--- config.mk ---
export PLATFORM = sky130hd
export DESIGN_NAME = rtcie_top
export DESIGN_NICKNAME = d
export VERILOG_FILES = /design/src/pkg/rtcie_pkg.sv /design/src/design/rtcie_event_gate.sv /design/src/design/rtcie_top.sv
export VERILOG_INCLUDE_DIRS = /design/src /design/src/pkg
export SDC_FILE = /design/constraint.sdc
export NUM_CORES = 1
export LEC_CHECK = 0
export ABC_AREA = 1
export BUFFER_PORTS_ARGS = -buffer_cell sky130_fd_sc_hd__buf_2
export CAP_MARGIN = 15
export CORE_AREA = 2 2 88 90
export DETAILED_ROUTE_END_ITERATION = 12
export DIE_AREA = 0 0 90 92
export GPL_ROUTABILITY_DRIVEN = 0
export PLACE_DENSITY = 0.73
export REMOVE_ABC_BUFFERS = 1
export SYNTH_ARGS = -nofsm -noshare
export SYNTH_HDL_FRONTEND = slang
export SYNTH_SLANG_ARGS = --single-unit
--- constraint.sdc ---
create_clock -name core_clk -period 1.2 [get_ports core_clk]
set_input_delay 0.18 -clock core_clk [delete_from_list [all_inputs] [get_ports core_clk]]
set_output_delay 0.18 -clock core_clk [all_outputs]
set_load 0.005 [all_outputs]
--- src/pkg/rtcie_regs.svh ---
// Register map, field positions and reset values of the interrupt enable block.
`ifndef RTCIE_REGS_SVH
`define RTCIE_REGS_SVH

// ----------------------------------------------------------------------------
// Register indices; byte address is four times the index.
// ----------------------------------------------------------------------------
`define RTCIE_IDX_CTRL 6'h00
`define RTCIE_IDX_EVOUT 6'h04
`define RTCIE_IDX_ENCLR 6'h06
`define RTCIE_IDX_ENSET 6'h07
`define RTCIE_IDX_FLAG 6'h08
`define RTCIE_IDX_WPROT 6'h0a

// ----------------------------------------------------------------------------
// Fields.
// ----------------------------------------------------------------------------
`define RTCIE_MODE_HI 3
`define RTCIE_MODE_LO 2
`define RTCIE_MODE_WIDE 2'h0
`define RTCIE_MODE_NARROW 2'h1
`define RTCIE_MODE_CAL 2'h2
`define RTCIE_WPROT_BIT 0
`define RTCIE_BIT_WRAP 7
`define RTCIE_BIT_SYNC 6
`define RTCIE_BIT_MATCH1 1
`define RTCIE_BIT_MATCH0 0
`define RTCIE_EN_MASK_ONE 8'hc1
`define RTCIE_EN_MASK_TWO 8'hc3
`define RTCIE_EVOUT_WRAP 15
`define RTCIE_EVOUT_MATCH_HI 9
`define RTCIE_EVOUT_MATCH_LO 8
`define RTCIE_EVOUT_PER_HI 7
`define RTCIE_EVOUT_PER_LO 0
`define RTCIE_EVOUT_MASK_ONE 16'h81ff
`define RTCIE_EVOUT_MASK_TWO 16'h83ff

// ----------------------------------------------------------------------------
// Reset values and bus answers.
// ----------------------------------------------------------------------------
`define RTCIE_RST_EN 8'h00
`define RTCIE_RST_FLAG 8'h00
`define RTCIE_RST_EVOUT 16'h0000
`define RTCIE_RST_MODE 2'h0
`define RTCIE_RESP_OKAY 2'h0
`define RTCIE_RESP_DECERR 2'h3

`endif

--- src/pkg/rtcie_pkg.sv ---
// Types shared by the interrupt enable block.
package rtcie_pkg;
  typedef logic [1:0] rtcie_mode_type;
  typedef enum logic [0:0] {
    rtcie_rd_idle,
    rtcie_rd_resp
  } rtcie_rd_state_type;
endpackage

--- src/design/rtcie_event_gate.sv ---
// Registered gate that passes core event pulses only while enabled.
`timescale 1ns/100ps
`default_nettype none
module rtcie_event_gate #(
  parameter int WIDTH = 1
) (
  input wire logic core_clk,
  input wire logic rst,
  input wire logic [WIDTH-1:0] event_in,
  input wire logic [WIDTH-1:0] enable,
  output logic [WIDTH-1:0] event_out
);
  logic [WIDTH-1:0] out_reg;
  logic [WIDTH-1:0] out_next;

  always_comb begin
    out_next = event_in & enable;
  end

  always_ff @(posedge core_clk) begin
    if (rst) begin
      out_reg <= '0;
    end else begin
      out_reg <= out_next;
    end
  end

  assign event_out = out_reg;
endmodule
`default_nettype wire

--- src/design/rtcie_top.sv ---
// Interrupt enable set/clear, flags and event output gating behind AXI4-Lite.
`timescale 1ns/100ps
`default_nettype none
`include "rtcie_regs.svh"
module rtcie_top (
  input wire logic core_clk,
  input wire logic rst,
  input wire logic [7:0] s_axi_awaddr,
  input wire logic s_axi_awvalid,
  output logic s_axi_awready,
  input wire logic [31:0] s_axi_wdata,
  input wire logic [3:0] s_axi_wstrb,
  input wire logic s_axi_wvalid,
  output logic s_axi_wready,
  output logic [1:0] s_axi_bresp,
  output logic s_axi_bvalid,
  input wire logic s_axi_bready,
  input wire logic [7:0] s_axi_araddr,
  input wire logic s_axi_arvalid,
  output logic s_axi_arready,
  output logic [31:0] s_axi_rdata,
  output logic [1:0] s_axi_rresp,
  output logic s_axi_rvalid,
  input wire logic s_axi_rready,
  input wire logic wrap_pulse,
  input wire logic sync_done_pulse,
  input wire logic [1:0] match_pulse,
  input wire logic [7:0] period_pulse,
  output logic [1:0] mode_sel,
  output logic irq,
  output logic wrap_event_out,
  output logic [1:0] match_event_out,
  output logic [7:0] period_event_out
);

  // --------------------------------------------------------------------------
  // State.
  // --------------------------------------------------------------------------
  logic aw_got_reg;
  logic aw_got_next;
  logic w_got_reg;
  logic w_got_next;
  logic [5:0] aw_idx_reg;
  logic [5:0] aw_idx_next;
  logic [31:0] wdata_reg;
  logic [31:0] wdata_next;
  logic [3:0] wstrb_reg;
  logic [3:0] wstrb_next;
  logic awready_reg;
  logic awready_next;
  logic wready_reg;
  logic wready_next;
  logic bvalid_reg;
  logic bvalid_next;
  logic [1:0] bresp_reg;
  logic [1:0] bresp_next;
  rtcie_pkg::rtcie_rd_state_type rd_state_reg;
  rtcie_pkg::rtcie_rd_state_type rd_state_next;
  logic arready_reg;
  logic arready_next;
  logic [31:0] rdata_reg;
  logic [31:0] rdata_next;
  logic [1:0] rresp_reg;
  logic [1:0] rresp_next;
  rtcie_pkg::rtcie_mode_type mode_reg;
  rtcie_pkg::rtcie_mode_type mode_next;
  logic wprot_reg;
  logic wprot_next;
  logic [7:0] en_reg;
  logic [7:0] en_next;
  logic [7:0] flag_reg;
  logic [7:0] flag_next;
  logic [15:0] evout_reg;
  logic [15:0] evout_next;
  logic irq_reg;
  logic irq_next;
  logic [7:0] valid_mask;
  logic [7:0] valid_mask_next;
  logic [15:0] evout_mask;
  logic [1:0] match_gate;

  // --------------------------------------------------------------------------
  // Mode decode.
  // --------------------------------------------------------------------------
  // Only the narrow counter has a second match channel; other modes,
  // including the reserved code, use the single-channel layout.
  always_comb begin
    valid_mask = `RTCIE_EN_MASK_ONE;
    valid_mask_next = `RTCIE_EN_MASK_ONE;
    evout_mask = `RTCIE_EVOUT_MASK_ONE;
    if (mode_reg == `RTCIE_MODE_NARROW) begin
      valid_mask = `RTCIE_EN_MASK_TWO;
      evout_mask = `RTCIE_EVOUT_MASK_TWO;
    end
    if (mode_next == `RTCIE_MODE_NARROW) begin
      valid_mask_next = `RTCIE_EN_MASK_TWO;
    end
  end

  // --------------------------------------------------------------------------
  // Write channel and register updates.
  // --------------------------------------------------------------------------
  always_comb begin
    logic [7:0] flag_set;
    logic [7:0] flag_clr;
    flag_set = 8'h00;
    flag_clr = 8'h00;
    aw_got_next = aw_got_reg;
    w_got_next = w_got_reg;
    aw_idx_next = aw_idx_reg;
    wdata_next = wdata_reg;
    wstrb_next = wstrb_reg;
    bvalid_next = bvalid_reg;
    bresp_next = bresp_reg;
    mode_next = mode_reg;
    wprot_next = wprot_reg;
    en_next = en_reg;
    evout_next = evout_reg;
    if (s_axi_awvalid && awready_reg) begin
      aw_got_next = 1'b1;
      aw_idx_next = s_axi_awaddr[7:2];
    end
    if (s_axi_wvalid && wready_reg) begin
      w_got_next = 1'b1;
      wdata_next = s_axi_wdata;
      wstrb_next = s_axi_wstrb;
    end
    if (bvalid_reg && s_axi_bready) begin
      bvalid_next = 1'b0;
    end
    if (aw_got_reg && w_got_reg && !bvalid_reg) begin
      aw_got_next = 1'b0;
      w_got_next = 1'b0;
      bvalid_next = 1'b1;
      bresp_next = `RTCIE_RESP_OKAY;
      unique case (aw_idx_reg)
        `RTCIE_IDX_CTRL: begin
          if (wstrb_reg[0]) begin
            mode_next = wdata_reg[`RTCIE_MODE_HI:`RTCIE_MODE_LO];
          end
        end
        `RTCIE_IDX_WPROT: begin
          if (wstrb_reg[0]) begin
            wprot_next = wdata_reg[`RTCIE_WPROT_BIT];
          end
        end
        `RTCIE_IDX_EVOUT: begin
          if (!wprot_reg) begin
            if (wstrb_reg[0]) begin
              evout_next[7:0] = wdata_reg[7:0];
            end
            if (wstrb_reg[1]) begin
              evout_next[15:8] = wdata_reg[15:8] & evout_mask[15:8];
            end
          end
        end
        `RTCIE_IDX_ENCLR: begin
          if (!wprot_reg && wstrb_reg[0]) begin
            // Zeros in the written value keep their enable as is.
            en_next = en_reg & ~(wdata_reg[7:0] & valid_mask);
          end
        end
        `RTCIE_IDX_ENSET: begin
          if (!wprot_reg && wstrb_reg[0]) begin
            en_next = en_reg | (wdata_reg[7:0] & valid_mask);
          end
        end
        `RTCIE_IDX_FLAG: begin
          if (wstrb_reg[0]) begin
            flag_clr = wdata_reg[7:0];
          end
        end
        default: begin
          bresp_next = `RTCIE_RESP_DECERR;
        end
      endcase
    end
    awready_next = !aw_got_next && !bvalid_next;
    wready_next = !w_got_next && !bvalid_next;
    // A flag raised in the same cycle as its clear is kept.
    flag_set[`RTCIE_BIT_WRAP] = wrap_pulse;
    flag_set[`RTCIE_BIT_SYNC] = sync_done_pulse;
    flag_set[`RTCIE_BIT_MATCH0] = match_pulse[0];
    flag_set[`RTCIE_BIT_MATCH1] = match_pulse[1];
    flag_next = ((flag_reg & ~flag_clr) | flag_set) & valid_mask_next;
    irq_next = |(flag_next & en_next & valid_mask_next);
  end

  // --------------------------------------------------------------------------
  // Read channel.
  // --------------------------------------------------------------------------
  always_comb begin
    rd_state_next = rd_state_reg;
    arready_next = arready_reg;
    rdata_next = rdata_reg;
    rresp_next = rresp_reg;
    unique case (rd_state_reg)
      rtcie_pkg::rtcie_rd_idle: begin
        arready_next = 1'b1;
        if (s_axi_arvalid && arready_reg) begin
          rd_state_next = rtcie_pkg::rtcie_rd_resp;
          arready_next = 1'b0;
          rdata_next = 32'h0000_0000;
          rresp_next = `RTCIE_RESP_OKAY;
          unique case (s_axi_araddr[7:2])
            `RTCIE_IDX_CTRL: begin
              rdata_next[`RTCIE_MODE_HI:`RTCIE_MODE_LO] = mode_reg;
            end
            `RTCIE_IDX_WPROT: begin
              rdata_next[`RTCIE_WPROT_BIT] = wprot_reg;
            end
            `RTCIE_IDX_EVOUT: begin
              rdata_next[15:0] = evout_reg & evout_mask;
            end
            `RTCIE_IDX_ENCLR, `RTCIE_IDX_ENSET: begin
              rdata_next[7:0] = en_reg & valid_mask;
            end
            `RTCIE_IDX_FLAG: begin
              rdata_next[7:0] = flag_reg & valid_mask;
            end
            default: begin
              rresp_next = `RTCIE_RESP_DECERR;
            end
          endcase
        end
      end
      rtcie_pkg::rtcie_rd_resp: begin
        arready_next = 1'b0;
        if (s_axi_rready) begin
          rd_state_next = rtcie_pkg::rtcie_rd_idle;
          arready_next = 1'b1;
        end
      end
    endcase
  end

  // --------------------------------------------------------------------------
  // Registers.
  // --------------------------------------------------------------------------
  always_ff @(posedge core_clk) begin
    if (rst) begin
      aw_got_reg <= 1'b0;
      w_got_reg <= 1'b0;
      aw_idx_reg <= 6'h00;
      wdata_reg <= 32'h0000_0000;
      wstrb_reg <= 4'h0;
      awready_reg <= 1'b0;
      wready_reg <= 1'b0;
      bvalid_reg <= 1'b0;
      bresp_reg <= `RTCIE_RESP_OKAY;
      rd_state_reg <= rtcie_pkg::rtcie_rd_idle;
      arready_reg <= 1'b0;
      rdata_reg <= 32'h0000_0000;
      rresp_reg <= `RTCIE_RESP_OKAY;
      mode_reg <= `RTCIE_RST_MODE;
      wprot_reg <= 1'b0;
      en_reg <= `RTCIE_RST_EN;
      flag_reg <= `RTCIE_RST_FLAG;
      evout_reg <= `RTCIE_RST_EVOUT;
      irq_reg <= 1'b0;
    end else begin
      aw_got_reg <= aw_got_next;
      w_got_reg <= w_got_next;
      aw_idx_reg <= aw_idx_next;
      wdata_reg <= wdata_next;
      wstrb_reg <= wstrb_next;
      awready_reg <= awready_next;
      wready_reg <= wready_next;
      bvalid_reg <= bvalid_next;
      bresp_reg <= bresp_next;
      rd_state_reg <= rd_state_next;
      arready_reg <= arready_next;
      rdata_reg <= rdata_next;
      rresp_reg <= rresp_next;
      mode_reg <= mode_next;
      wprot_reg <= wprot_next;
      en_reg <= en_next;
      flag_reg <= flag_next;
      evout_reg <= evout_next;
      irq_reg <= irq_next;
    end
  end

  // --------------------------------------------------------------------------
  // Event outputs.
  // --------------------------------------------------------------------------
  // Second match channel exists only in the narrow counter mode.
  always_comb begin
    match_gate = evout_reg[`RTCIE_EVOUT_MATCH_HI:`RTCIE_EVOUT_MATCH_LO]
      & evout_mask[`RTCIE_EVOUT_MATCH_HI:`RTCIE_EVOUT_MATCH_LO];
  end

  rtcie_event_gate #(.WIDTH(1)) u_wrap_gate (
    .core_clk(core_clk),
    .rst(rst),
    .event_in(wrap_pulse),
    .enable(evout_reg[`RTCIE_EVOUT_WRAP]),
    .event_out(wrap_event_out)
  );

  rtcie_event_gate #(.WIDTH(2)) u_match_gate (
    .core_clk(core_clk),
    .rst(rst),
    .event_in(match_pulse),
    .enable(match_gate),
    .event_out(match_event_out)
  );

  rtcie_event_gate #(.WIDTH(8)) u_period_gate (
    .core_clk(core_clk),
    .rst(rst),
    .event_in(period_pulse),
    .enable(evout_reg[`RTCIE_EVOUT_PER_HI:`RTCIE_EVOUT_PER_LO]),
    .event_out(period_event_out)
  );

  assign s_axi_awready = awready_reg;
  assign s_axi_wready = wready_reg;
  assign s_axi_bvalid = bvalid_reg;
  assign s_axi_bresp = bresp_reg;
  assign s_axi_arready = arready_reg;
  assign s_axi_rvalid = (rd_state_reg == rtcie_pkg::rtcie_rd_resp);
  assign s_axi_rdata = rdata_reg;
  assign s_axi_rresp = rresp_reg;
  assign mode_sel = mode_reg;
  assign irq = irq_reg;
endmodule
`default_nettype wire

======== After elaboration in Yosys (flattened, before gate mapping) ========
Cells that the tools add are included.
storage, ports and cells
  memories kept ........................... 0
  output and inout bits ................... 55
  word-level logic and storage cells ...... 111
  latch bits .............................. 0
  RAM bits ................................ 0
  bits in registers ....................... 98
  memory bits (read-only) ................. 0
  bits of input ports ..................... 71
operators by class
  multiply operators ...................... 0
  reduce and logical (&&, ||, !) cells .... 24
  bitwise logic cells ..................... 20
  divide/modulo/power cells ............... 0
  multiplexer cells ....................... 32
  shifts and indexed selects .............. 0
  add/sub/neg operators ................... 0
  equal/unequal tests ..................... 12
  magnitude comparators ................... 0
operators by type and width
  cell                                            count
  bitwise AND 8 bit                               10
  2-to-1 mux 8 bit                                7
  == test 6 x 3 -> 1 bit (second input constant)  6
  == test 6 x 4 -> 1 bit (second input constant)  4
  bitwise AND 16 bit                              1
  inverter 8 bit                                  2
  bitwise OR 8 bit                                2
  one-hot mux 8 bit (2 select lines)              1
  2-to-1 mux 2 bit                                7
  logical NOT 6 bit                               2
  one-hot mux 4 bit (3 select lines)              1
  OR reduction 6 bit                              2
  2-to-1 mux 1 bit                                10
  2-to-1 mux 10 bit                               1
  logical AND 1 bit                               9
  one-hot mux 2 bit (4 select lines)              1
  AND reduction 4 bit                             2
  OR reduction 8 bit                              1
  logical NOT 1 bit                               5
  bitwise AND 2 bit                               2
  == test 2 x 1 -> 1 bit (second input constant)  2
  one-hot mux 1 bit (2 select lines)              2
  one-hot mux 1 bit (4 select lines)              1
  one-hot mux 1 bit (3 select lines)              1
  other kinds (5)                                 6

======== Depth between registers and ports, before layout ========
Gate-level depths: netlist of run 1.
  depth after elaboration ................. 11
  mapped depth ............................ 10
  depth with buffers taken out ............ 10

======== Modules after synthesis ========
Synthesis of run 1 repeated with hierarchy kept, for this count alone.
second synthesis, totals
  cells, all modules ...................... 423
  area, all modules ....................... 3128.0 um2
modules (own cells, without submodules)
  module                            area each (um2)  times used  cells an instance  sequential area each (um2)
  rtcie_top                         2811.4           1           389                1241.2
  rtcie_event_gate (u_period_gate)  231.5            1           25                 160.2
  rtcie_event_gate (u_match_gate)   55.1             1           6                  40.0
  rtcie_event_gate (u_wrap_gate)    30.0             1           3                  20.0

======== Least setup slack after synthesis of run 1 ========
Ideal clock, no wire load.
  kind .................................... reg-to-reg
  start point ............................. reg aw_idx_reg[5]
  end point ............................... reg irq_reg, in the netlist irq
  setup slack ............................. -0.045 ns
  data arrival time ....................... 1.132 ns
  stages on the path, launching flop included .. 11
  clock period less this slack ............ 1.245 ns
  buffers on the path ..................... 0
  setup time .............................. 0.113 ns
  data required time ...................... 1.087 ns
  cell sequence ........................... dfxtp_1 > nor2_1 > nand2_1 > nor2_2 > nand3_1 > nand2_1 > nand2_1 > nand2_1 > nand3_1 > nand2_1 > nand2_1
between the ends
  longest elaborated chain between the ends .. 10
  elaborated cells between the ends (all ways) .. 19
  classes of those cells .................. eq/ne: 4; mux: 7; bitwise: 6; reduce/logical: 2
RTL lines
  item                      line              text
  start: declaration        rtcie_top.sv:43   logic [5:0] aw_idx_reg;
  start signal: assignment  rtcie_top.sv:264  aw_idx_reg <= aw_idx_next;
  == test 6 x 4 -> 1 bit    rtcie_top.sv:136  unique case (aw_idx_reg)
  2-to-1 mux 8 bit          rtcie_top.sv:136
  2-to-1 mux 8 bit          rtcie_top.sv:131  if (aw_got_reg && w_got_reg && !bvalid_reg) begin
  inverter 8 bit            rtcie_top.sv:185  flag_next = ((flag_reg & ~flag_clr) | flag_set) & valid_mask_next;
  bitwise AND 8 bit         rtcie_top.sv:185
  bitwise OR 8 bit          rtcie_top.sv:185
  bitwise AND 8 bit         rtcie_top.sv:185
  bitwise AND 8 bit         rtcie_top.sv:186  irq_next = |(flag_next & en_next & valid_mask_next);
  bitwise AND 8 bit *       rtcie_top.sv:186
  OR reduction 8 bit *      rtcie_top.sv:186
  end signal: assignment    rtcie_top.sv:280  irq_reg <= irq_next;
  end: declaration          rtcie_top.sv:75   logic irq_reg;
Mark *: on every way between the ends. The rest lies on a longest branch, timed or not.
A chain may end at the register's enable or synchronous reset.

======== Worst setup path after layout of run 1 ========
  start point ............................. reg aw_idx_reg[4]
  end point ............................... reg evout_reg[9]
between the ends
  longest elaborated chain between the ends .. 2
RTL lines
  item                                  line              text
  == test 6 x 3 -> 1 bit                rtcie_top.sv:136
  AND reduction 4 bit (no source line)  n/a
  end signal: assignment                rtcie_top.sv:259  evout_reg <= `RTCIE_RST_EVOUT;
  end signal: assignment                rtcie_top.sv:279  evout_reg <= evout_next;
  end: declaration                      rtcie_top.sv:73   logic [15:0] evout_reg;
Every way passes these cells.

==> impl_metrics.ini, run 1 <==
[timing]
skew_ns = 0.00898
min_period_over_period = 1.18
clock.fmax_ghz = 0.703
setup_viol = 22
hold_viol = 0
rsz0062_at_grt = yes
maxSlewViolCount = 0
worst_slack_ns = -0.222
hold_slack_ns = 0.0343
layout_min_cycle_time_ns = 1.42

[critical_path]
cpPeakStageDelay_ns = 0.34
crit_fanout = 6
worstPathCellList = nor2_4, nand2_4, nor2_4, buf_6, nand4_4, nand3b_1, a21oi_1
crit_type = reg2reg
cp-startpoint = aw_idx_reg[4]$_SDFFE_PP0P_
cp_data_arrival_time_ns = 1.71
endpoint_kind = flip-flop
cp-start-kind = flip-flop
r2r-start = aw_idx_reg[4]$_SDFFE_PP0P_
path_common_cell = nor2_4
r2r_slack_ns = -0.22
required_ns = 1.49
r2r_cells = 7
r2r_end = evout_reg[9]$_SDFFE_PP0P_
cp_slowest_cell = dfxtp_2

[pwr]
power_frac_comb = 0.119
power.switching_mw = 1.37
ir_drop_mv = 0.575
sequentialPowerShare = 0.483
p_sw_frac = 0.253
cellLeakagePower_nw = 1.97
pwr_density_cell_mw_per_mm2 = 1240
p_clk_frac = 0.399
power_mw = 5.39
power.internal_mw = 4.03

[grt]
grt_antenna_before_repair = 0
grt_usage = 0.201
grt_pass1_vias = 2889
grt_max_degree = 36
grt_pass1_wl_um = 13200
grt_overflow = 0

[detailed_routing]
dr.max_layer_used = met4
wirelength_um = 8410
wl_met1_um = 3560
met3_length_um = 569
wl_per_cell_um = 13.0
ant_nets = 0
drcViolationCount = 0
via_count = 3112
wl_met2_um = 4090
drt_first_iter_violations = 190
via_per_inst = 4.82
drt_first_pass_iters = 5

[cts]
cts_made_buffers = 9
cts_tree = done
htree_levels = 3
clk_pin_slew_ns = 0.08
clk_latency_ns = 0.36
cts_buffer_depth = 2
hold_buffers = 0
cts.sinks = 73
cts_root_buf = clkbuf_8

[die]
start_util = 0.414
die_area_mm2 = 0.00828
fp.coreArea_mm2 = 0.00745
num_rows = 32
die_x_um = 90
dieHeight_um = 92
pin_count = 126

[finish]
final_cell_area_mm2 = 0.00435
drive_above_1_share = 0.372
stdcell_count = 645
area_growth_pct = 41.0
fin_nets = 609
antenna_cells = 0
final_util = 0.584

[synthesis]
postSynthAreaPerCell_um2 = 7.47
yosys_warnings = 0
syn_area_mm2 = 0.00308
syn_inst = 413
synth_top_cells_by_area = dfxtp_1, nand2_1, nor2_1
yosysSeqAreaShare = 0.474
yosys.area.top_type = dfxtp_1
synth_cell_types = 33
synth_seq_cells = 73
yosysTopAreaCellShare = 0.474

[min_path]
hold_path.class = in2reg
min_from = period_pulse[4]
holdPathEnd = u_period_gate.event_out[4]$_SDFF_PP0_
hold_depth = 3

[run]
cap_violations = 0

[place]
io_buffers = 77
dp_cells = 617
place_area_mm2 = 0.00378
hpwl_um = 5600

[outcome]
violations = setup timing
outcome = finished with violations
## per-stage QoR
step	TNS [ns]	worst slack (ns)
global route	-4.14	-0.348
CTS	-1.68	-0.162
detailed placement	-2.69	-0.212
floorplan	-0.108	-0.0568
finish	-2.48	-0.222
global placement	-1.88	-0.182
## worst max-delay path, delay by kind of cell, from the launching register on
family | cells | cell delay, ns
buffers and inverters | 1 | 0.13
and+or+nand+nor | 5 | 0.76
AOI/OAI and AO/OA | 1 | 0.12
DFF | 1 | 0.34
## logic make-up (layout without fill, tap and decap cells)
kind of cell    Yosys count  in the layout  share of synthesized area
other cells               1             21                    0.00122
flops                    73             73                      0.474
buf+inv                  70            179                      0.116
simple gates            192            193                      0.273
compound gates           77             77                      0.136
## cell type report
class	count	area [um^2]
repair buffers	130	876
fillers	704	3100
clock inverters	5	78.8
inverters	33	126
clock buffers	11	141
flip-flops and latches	73	1480
multi-input cells	291	1520
well taps	102	128
## layout by cell type (no fill, tap or decap), types with 3 or more instances in the layout
cell type and n:
buf_6 14, inv_2 3, o21ai_2 4, conb_1 21
dfxtp_4 3, nor2_4 8, o21ai_0 30, clkbuf_8 10
a21oi_2 6, nor2_1 55, nand3_1 27, buf_2 76
nand2_1 71, nor3_1 6, a21oi_1 27, buf_12 3
inv_1 29, buf_4 37, dfxtp_2 5, nor2_2 6
dfxtp_1 65, nand2_2 7
## layer usage
layer	global-route usage	vias to the layer above
met5	0	-
met4	0.0923	0
met2	0.340	121
met3	0.0485	21
li1	-	1547
met1	0.244	1423
## worst max-delay path by stage
| stage | endpoint | depth (start not counted) |
|---|---|---|
| floorplan | irq$_SDFF_PP0_ | 10 |
| global placement | irq$_SDFF_PP0_ | 11 |
| detailed placement | irq$_SDFF_PP0_ | 9 |
| CTS | evout_reg[9]$_SDFFE_PP0P_ | 7 |
| global route | irq$_SDFF_PP0_ | 11 |
| finish | evout_reg[9]$_SDFFE_PP0P_ | 7 |
## cells in the mapped netlist, drive strengths merged
library cell / number
nand3: 28
nor3: 9
o41ai: 1
a211oi: 2
nand3b: 2
nand2: 80
o211ai: 2
inv: 33
o21ai: 36
clkbuf: 7
buf: 30
conb: 1
o31ai: 3
nand4: 3
nor2: 69
a21oi: 33
or2: 1
dfxtp: 73
## power groups by stage
stage	sequential [mW]	combinational [mW]	clock, mW
3_5_place_dp	2.64	0.546	0
5_1_grt	2.62	0.711	2.28
2_1_floorplan	2.63	0.248	0
6_report	2.60	0.641	2.15
3_3_place_gp	2.64	0.533	0
4_1_cts	2.59	0.582	2.18
## repair_timing
action                                  4_1_cts  5_1_grt
endpoints found under the setup margin       23       28
pin swaps                                    14       13
gates cloned                                  1        0
buffers inserted                              4        9
resized for setup                            40       35
(Power assumes the default switching activity.)
==> run 2: changes to the inputs <==
REMOVE_ABC_BUFFERS = unset   (was 1)
==> run 2 against run 1 <==
The run still ends with setup timing left. Critical endpoint is now s_axi_bresp[0]$_SDFFE_PP0N_. Worst setup slack worse by 0.010 ns. Utilization up 0.27 points. Cell count down 0.78%. Fmax down 0.70%. Register-to-register slack about the same. Largest power group unchanged. Critical path depth down 2. Clock power up 2%. Flip-flop and latch count unchanged. Clock skew up 0.0075 ns.
==> impl_metrics.ini, run 2 (synthesized netlist as in run 1, its figures left out) <==
[pwr]
pwr_density_cell_mw_per_mm2 = 1250
ir_drop_mv = 0.531
cellLeakagePower_nw = 1.93
power_mw = 5.45

[finish]
layout_commonest_cell = buf_2
area_growth_pct = 41.7
fillerInstances = 668
drive_above_1_share = 0.388
layout_common_cells = buf_2, nand2_1, dfxtp_1
antenna_cells = 0
fin_nets = 604

[outcome]
violations = setup timing
outcome = finished with violations

[die]
fp.coreArea_mm2 = 0.00745
die_x_um = 90
start_util = 0.414
pin_count = 126
dieHeight_um = 92
num_rows = 32
die_area_mm2 = 0.00828

[cts]
clk_latency_ns = 0.36
cts_buffer_depth = 2
cts_root_buf = clkbuf_8
cts_tree = done
htree_levels = 3
cts_made_buffers = 9
clk_pin_slew_ns = 0.08
cts.sinks = 73

[critical_path]
cp-startpoint = s_axi_bvalid$_SDFF_PP0_
r2r_slack_ns = -0.23
r2r-start = s_axi_bvalid$_SDFF_PP0_
required_ns = 1.45
crit_fanout = 5
endpoint_kind = flip-flop
crit_type = reg2reg
cp_data_arrival_time_ns = 1.68
cp-start-kind = flip-flop

[grt]
grt_max_degree = 24
grt_overflow = 0
grt_pass1_wl_um = 13500
grt-busiest-layer = met2
met3_usage = 0.0509
grt_pass1_vias = 2879
grt_usage = 0.204
grt_util_met2 = 0.346
grt_use_met1 = 0.244
grt_antenna_before_repair = 0

[timing]
setup_viol = 20
skew_ns = 0.0165
layout_min_cycle_time_ns = 1.43
clock.fmax_ghz = 0.698
rsz0062_at_grt = yes
min_period_over_period = 1.19
maxSlewViolCount = 0
worst_slack_ns = -0.232
hold_viol = 0

[detailed_routing]
drt_first_iter_violations = 205
via_count = 3074
drcViolationCount = 0
wl_per_cell_um = 13.2
drt_first_pass_iters = 4
via_per_inst = 4.80
ant_nets = 0
wirelength_um = 8430

[place]
io_buffers = 77
hpwl_um = 5550
place_ws_ns = -0.271

[min_path]
hold_path.class = in2reg
min_from = period_pulse[2]

[run]
cap_violations = 0
[run 2: area by class of cell]
class / instances / area, um^2 / share of cell area
Multi-Input combinational cell: 292 / 1610 / 0.368
Sequential cell: 73 / 1480 / 0.338
Clock buffer: 10 / 138 / 0.0315
Timing Repair Buffer: 124 / 798 / 0.183
Inverter: 33 / 130 / 0.0298
Clock inverter: 6 / 88.8 / 0.0203
Tap cell: 102 / 128 / 0.0292
[run 2: stage by stage]
step / std cells / hold WS, ns / utilization / cell area [um^2] / setup TNS (ns)
after floorplan: 433 / 0.301 / - / 3170 / -0.0118
after global placement: 609 / 0.399 / 0.499 / 3710 / -1.40
after detailed placement: 609 / 0.405 / 0.499 / 3710 / -2.29
after CTS: 636 / 0.0210 / 0.566 / 4210 / -1.56
after global routing: 640 / 0.0249 / 0.587 / 4370 / -3.72
final: 640 / 0.0354 / 0.587 / 4370 / -2.66
[run 2: routing by layer]
metal,vias to the layer above,wire [um]
li1,1540,-
met1,1407,3470
met2,110,4250
met3,17,536
met4,0,180
met5,-,0
[run 2: timing repair]
| action | 4_1_cts | 5_1_grt |
|---|---|---|
| setup buffers | 10 | 7 |
| gates resized for setup | 49 | 36 |
| gates cloned | 2 | 0 |
| pin swaps | 19 | 27 |
| endpoints found under the setup margin | 22 | 32 |
| hold endpoints to repair | 0 | 0 |
| hold buffers | 0 | 0 |
[run 2: where the power goes]
part	total, mW	switching (mW)	internal [mW]
combinational	0.645	0.367	0.278
sequential	2.61	0.0889	2.52
clock	2.19	0.962	1.23
total	5.45	1.42	4.03
[run 2: path summary, 6_finish.rpt]
check | depth (start not counted) | endpoint
max reg2reg | 5 | s_axi_bresp[0]$_SDFFE_PP0N_
min | 3 | u_period_gate.event_out[2]$_SDFF_PP0_
max | 5 | s_axi_bresp[0]$_SDFFE_PP0N_
min reg2reg | 2 | s_axi_rdata[8]$_SDFFE_PP0P_
[run 2: worst max-delay path: stages (launching register included)]
cell	delay, ns
dfxtp_4	0.38
buf_6	0.13
nor2_4	0.26
buf_4	0.17
nand2_2	0.05
o41ai_2	0.32
==> run 3: changes to the inputs <==
TNS_END_PERCENT = 20   (was unset)
==> run 3 against run 2 <==
The run still ends with setup timing left. Sequential power about the same. Clock skew decreased by 0.0071 ns. Worst hold slack improved by 0.0047 ns. Critical path type unchanged. Largest cell class unchanged.
==> impl_metrics.ini, run 3 (synthesized netlist as in run 1, its figures left out) <==
[pwr]
p_clk_frac = 0.415
p_sw_frac = 0.262
power.internal_mw = 4.05
sequentialPowerShare = 0.474
ir_drop_mv = 0.691
pwr_density_cell_mw_per_mm2 = 1300
power_frac_comb = 0.110
power_mw = 5.48
power.switching_mw = 1.43
cellLeakagePower_nw = 1.89

[cts]
clk_pin_slew_ns = 0.09
cts_root_buf = clkbuf_8
htree_levels = 3
cts_made_buffers = 9
cts_buffer_depth = 2
clk_latency_ns = 0.35
cts_tree = done
hold_buffers = 0
cts.sinks = 73

[critical_path]
cp_slowest_cell = dfxtp_4
cpPeakStageDelay_ns = 0.37
cp_data_arrival_time_ns = 1.67
crit_buf_inv = 1
cp-start-kind = flip-flop
endpoint_kind = flip-flop
crit_fanout = 4
r2r_end = irq$_SDFF_PP0_
cp-startpoint = s_axi_bvalid$_SDFF_PP0_
r2r_slack_ns = -0.22
required_ns = 1.46
r2r-start = s_axi_bvalid$_SDFF_PP0_
r2r_cells = 9
worstPathCellList = buf_4, nor3_4, nand3_1, nand2_1, nand2_1, nand2_1, nand3_1, nand2_1, nand2_1
crit_type = reg2reg
path_common_cell = nand2_1
cp_top_family = simple AND/OR/NAND/NOR gates

[detailed_routing]
drt_first_pass_iters = 4
drt_first_iter_violations = 202
wl_per_cell_um = 12.6
wirelength_um = 7970
via_per_inst = 4.71
ant_nets = 0
drcViolationCount = 0
via_count = 2974

[finish]
final_cell_area_mm2 = 0.00420
layout_common_cells = buf_2, nand2_1, dfxtp_1
area_growth_pct = 36.3
fin_nets = 596
fillerInstances = 695
drive_above_1_share = 0.334
layout_commonest_cell = buf_2
stdcell_count = 632
antenna_cells = 0

[die]
fp.coreArea_mm2 = 0.00745
pin_count = 126
die_x_um = 90
num_rows = 32
die_area_mm2 = 0.00828
start_util = 0.414
dieHeight_um = 92

[grt]
grt_antenna_before_repair = 0
grt_overflow = 0
grt_pass1_vias = 2763
grt_max_degree = 36
grt_pass1_wl_um = 12400
grt_usage = 0.186

[timing]
rsz0062_at_grt = yes
maxSlewViolCount = 0
layout_min_cycle_time_ns = 1.42
setup_tns_ns = -1.79
clock.fmax_ghz = 0.706
min_period_over_period = 1.18
skew_ns = 0.00931
setup_viol = 20
hold_viol = 0
worst_slack_ns = -0.216

[min_path]
holdPathEnd = u_period_gate.event_out[3]$_SDFF_PP0_
hold_path.class = in2reg
hold_depth = 3
min_from = period_pulse[3]

[place]
place_ws_ns = -0.245
io_buffers = 77
hpwl_um = 5570
dp_cells = 607
place_area_mm2 = 0.00371

[outcome]
outcome = finished with violations
violations = setup timing

[run]
cap_violations = 0
-- run 3: changes by cell type in the layout (fill, tap and decap cells not counted), sizes merged --
cell | previous run | this run
inv | 33 | 36
buf | 123 | 117
nor2 | 70 | 69
clkinvlp | 3 | 0
clkbuf | 11 | 10
-- run 3: how the worst max path moves through the flow --
stage	to	cells after the start
after floorplan	irq$_SDFF_PP0_	9
after global placement	irq$_SDFF_PP0_	9
after detailed placement	evout_reg[2]$_SDFFE_PP0P_	6
after CTS	irq$_SDFF_PP0_	11
after global routing	irq$_SDFF_PP0_	10
final	irq$_SDFF_PP0_	9
-- run 3: cell type report --
type / instances / area [um^2] / area share
inverters: 33 / 126 / 0.0301
multi-input cells: 291 / 1500 / 0.358
repair buffers: 117 / 733 / 0.174
clock buffers: 10 / 138 / 0.0327
well taps: 102 / 128 / 0.0304
flip-flops and latches: 73 / 1480 / 0.352
clock inverters: 6 / 97.6 / 0.0232
-- run 3: layer usage --
metal  global-route usage  up-vias  part of all wire
li1                     -     1517                 -
met1                0.230     1336              0.44
met2                0.320      110              0.49
met3               0.0353       11             0.064
met4               0.0782        0             0.013
met5                    0        -                 0
-- run 3: timing repair --
action | CTS | global route
cloned | 1 | 0
endpoints found under the hold margin | 0 | 0
gates resized for setup | 28 | 25
buffers inserted | 7 | 1
endpoints found under the setup margin | 20 | 23
pin swaps | 13 | 12
-- run 3: tightest hold or removal path, stage by stage --
cell     delay [ns]
buf_2          0.09
nand2_1        0.05
nor2_1         0.03
-- run 3: metrics by stage --
stage / util / hold WS [ns]
finish: 0.564 / 0.0400
global route: 0.564 / 0.0431
CTS: 0.550 / 0.0327
detailed placement: 0.498 / 0.411
global placement: 0.498 / 0.397
floorplan: - / 0.301
-- run 3: power by group through the flow --
stage / sequential [mW] / clock [mW] / combinational [mW]
2_1_floorplan: 2.63 / 0 / 0.330
3_3_place_gp: 2.64 / 0 / 0.528
3_5_place_dp: 2.64 / 0 / 0.543
4_1_cts: 2.59 / 2.29 / 0.579
5_1_grt: 2.61 / 2.42 / 0.667
6_report: 2.60 / 2.28 / 0.605
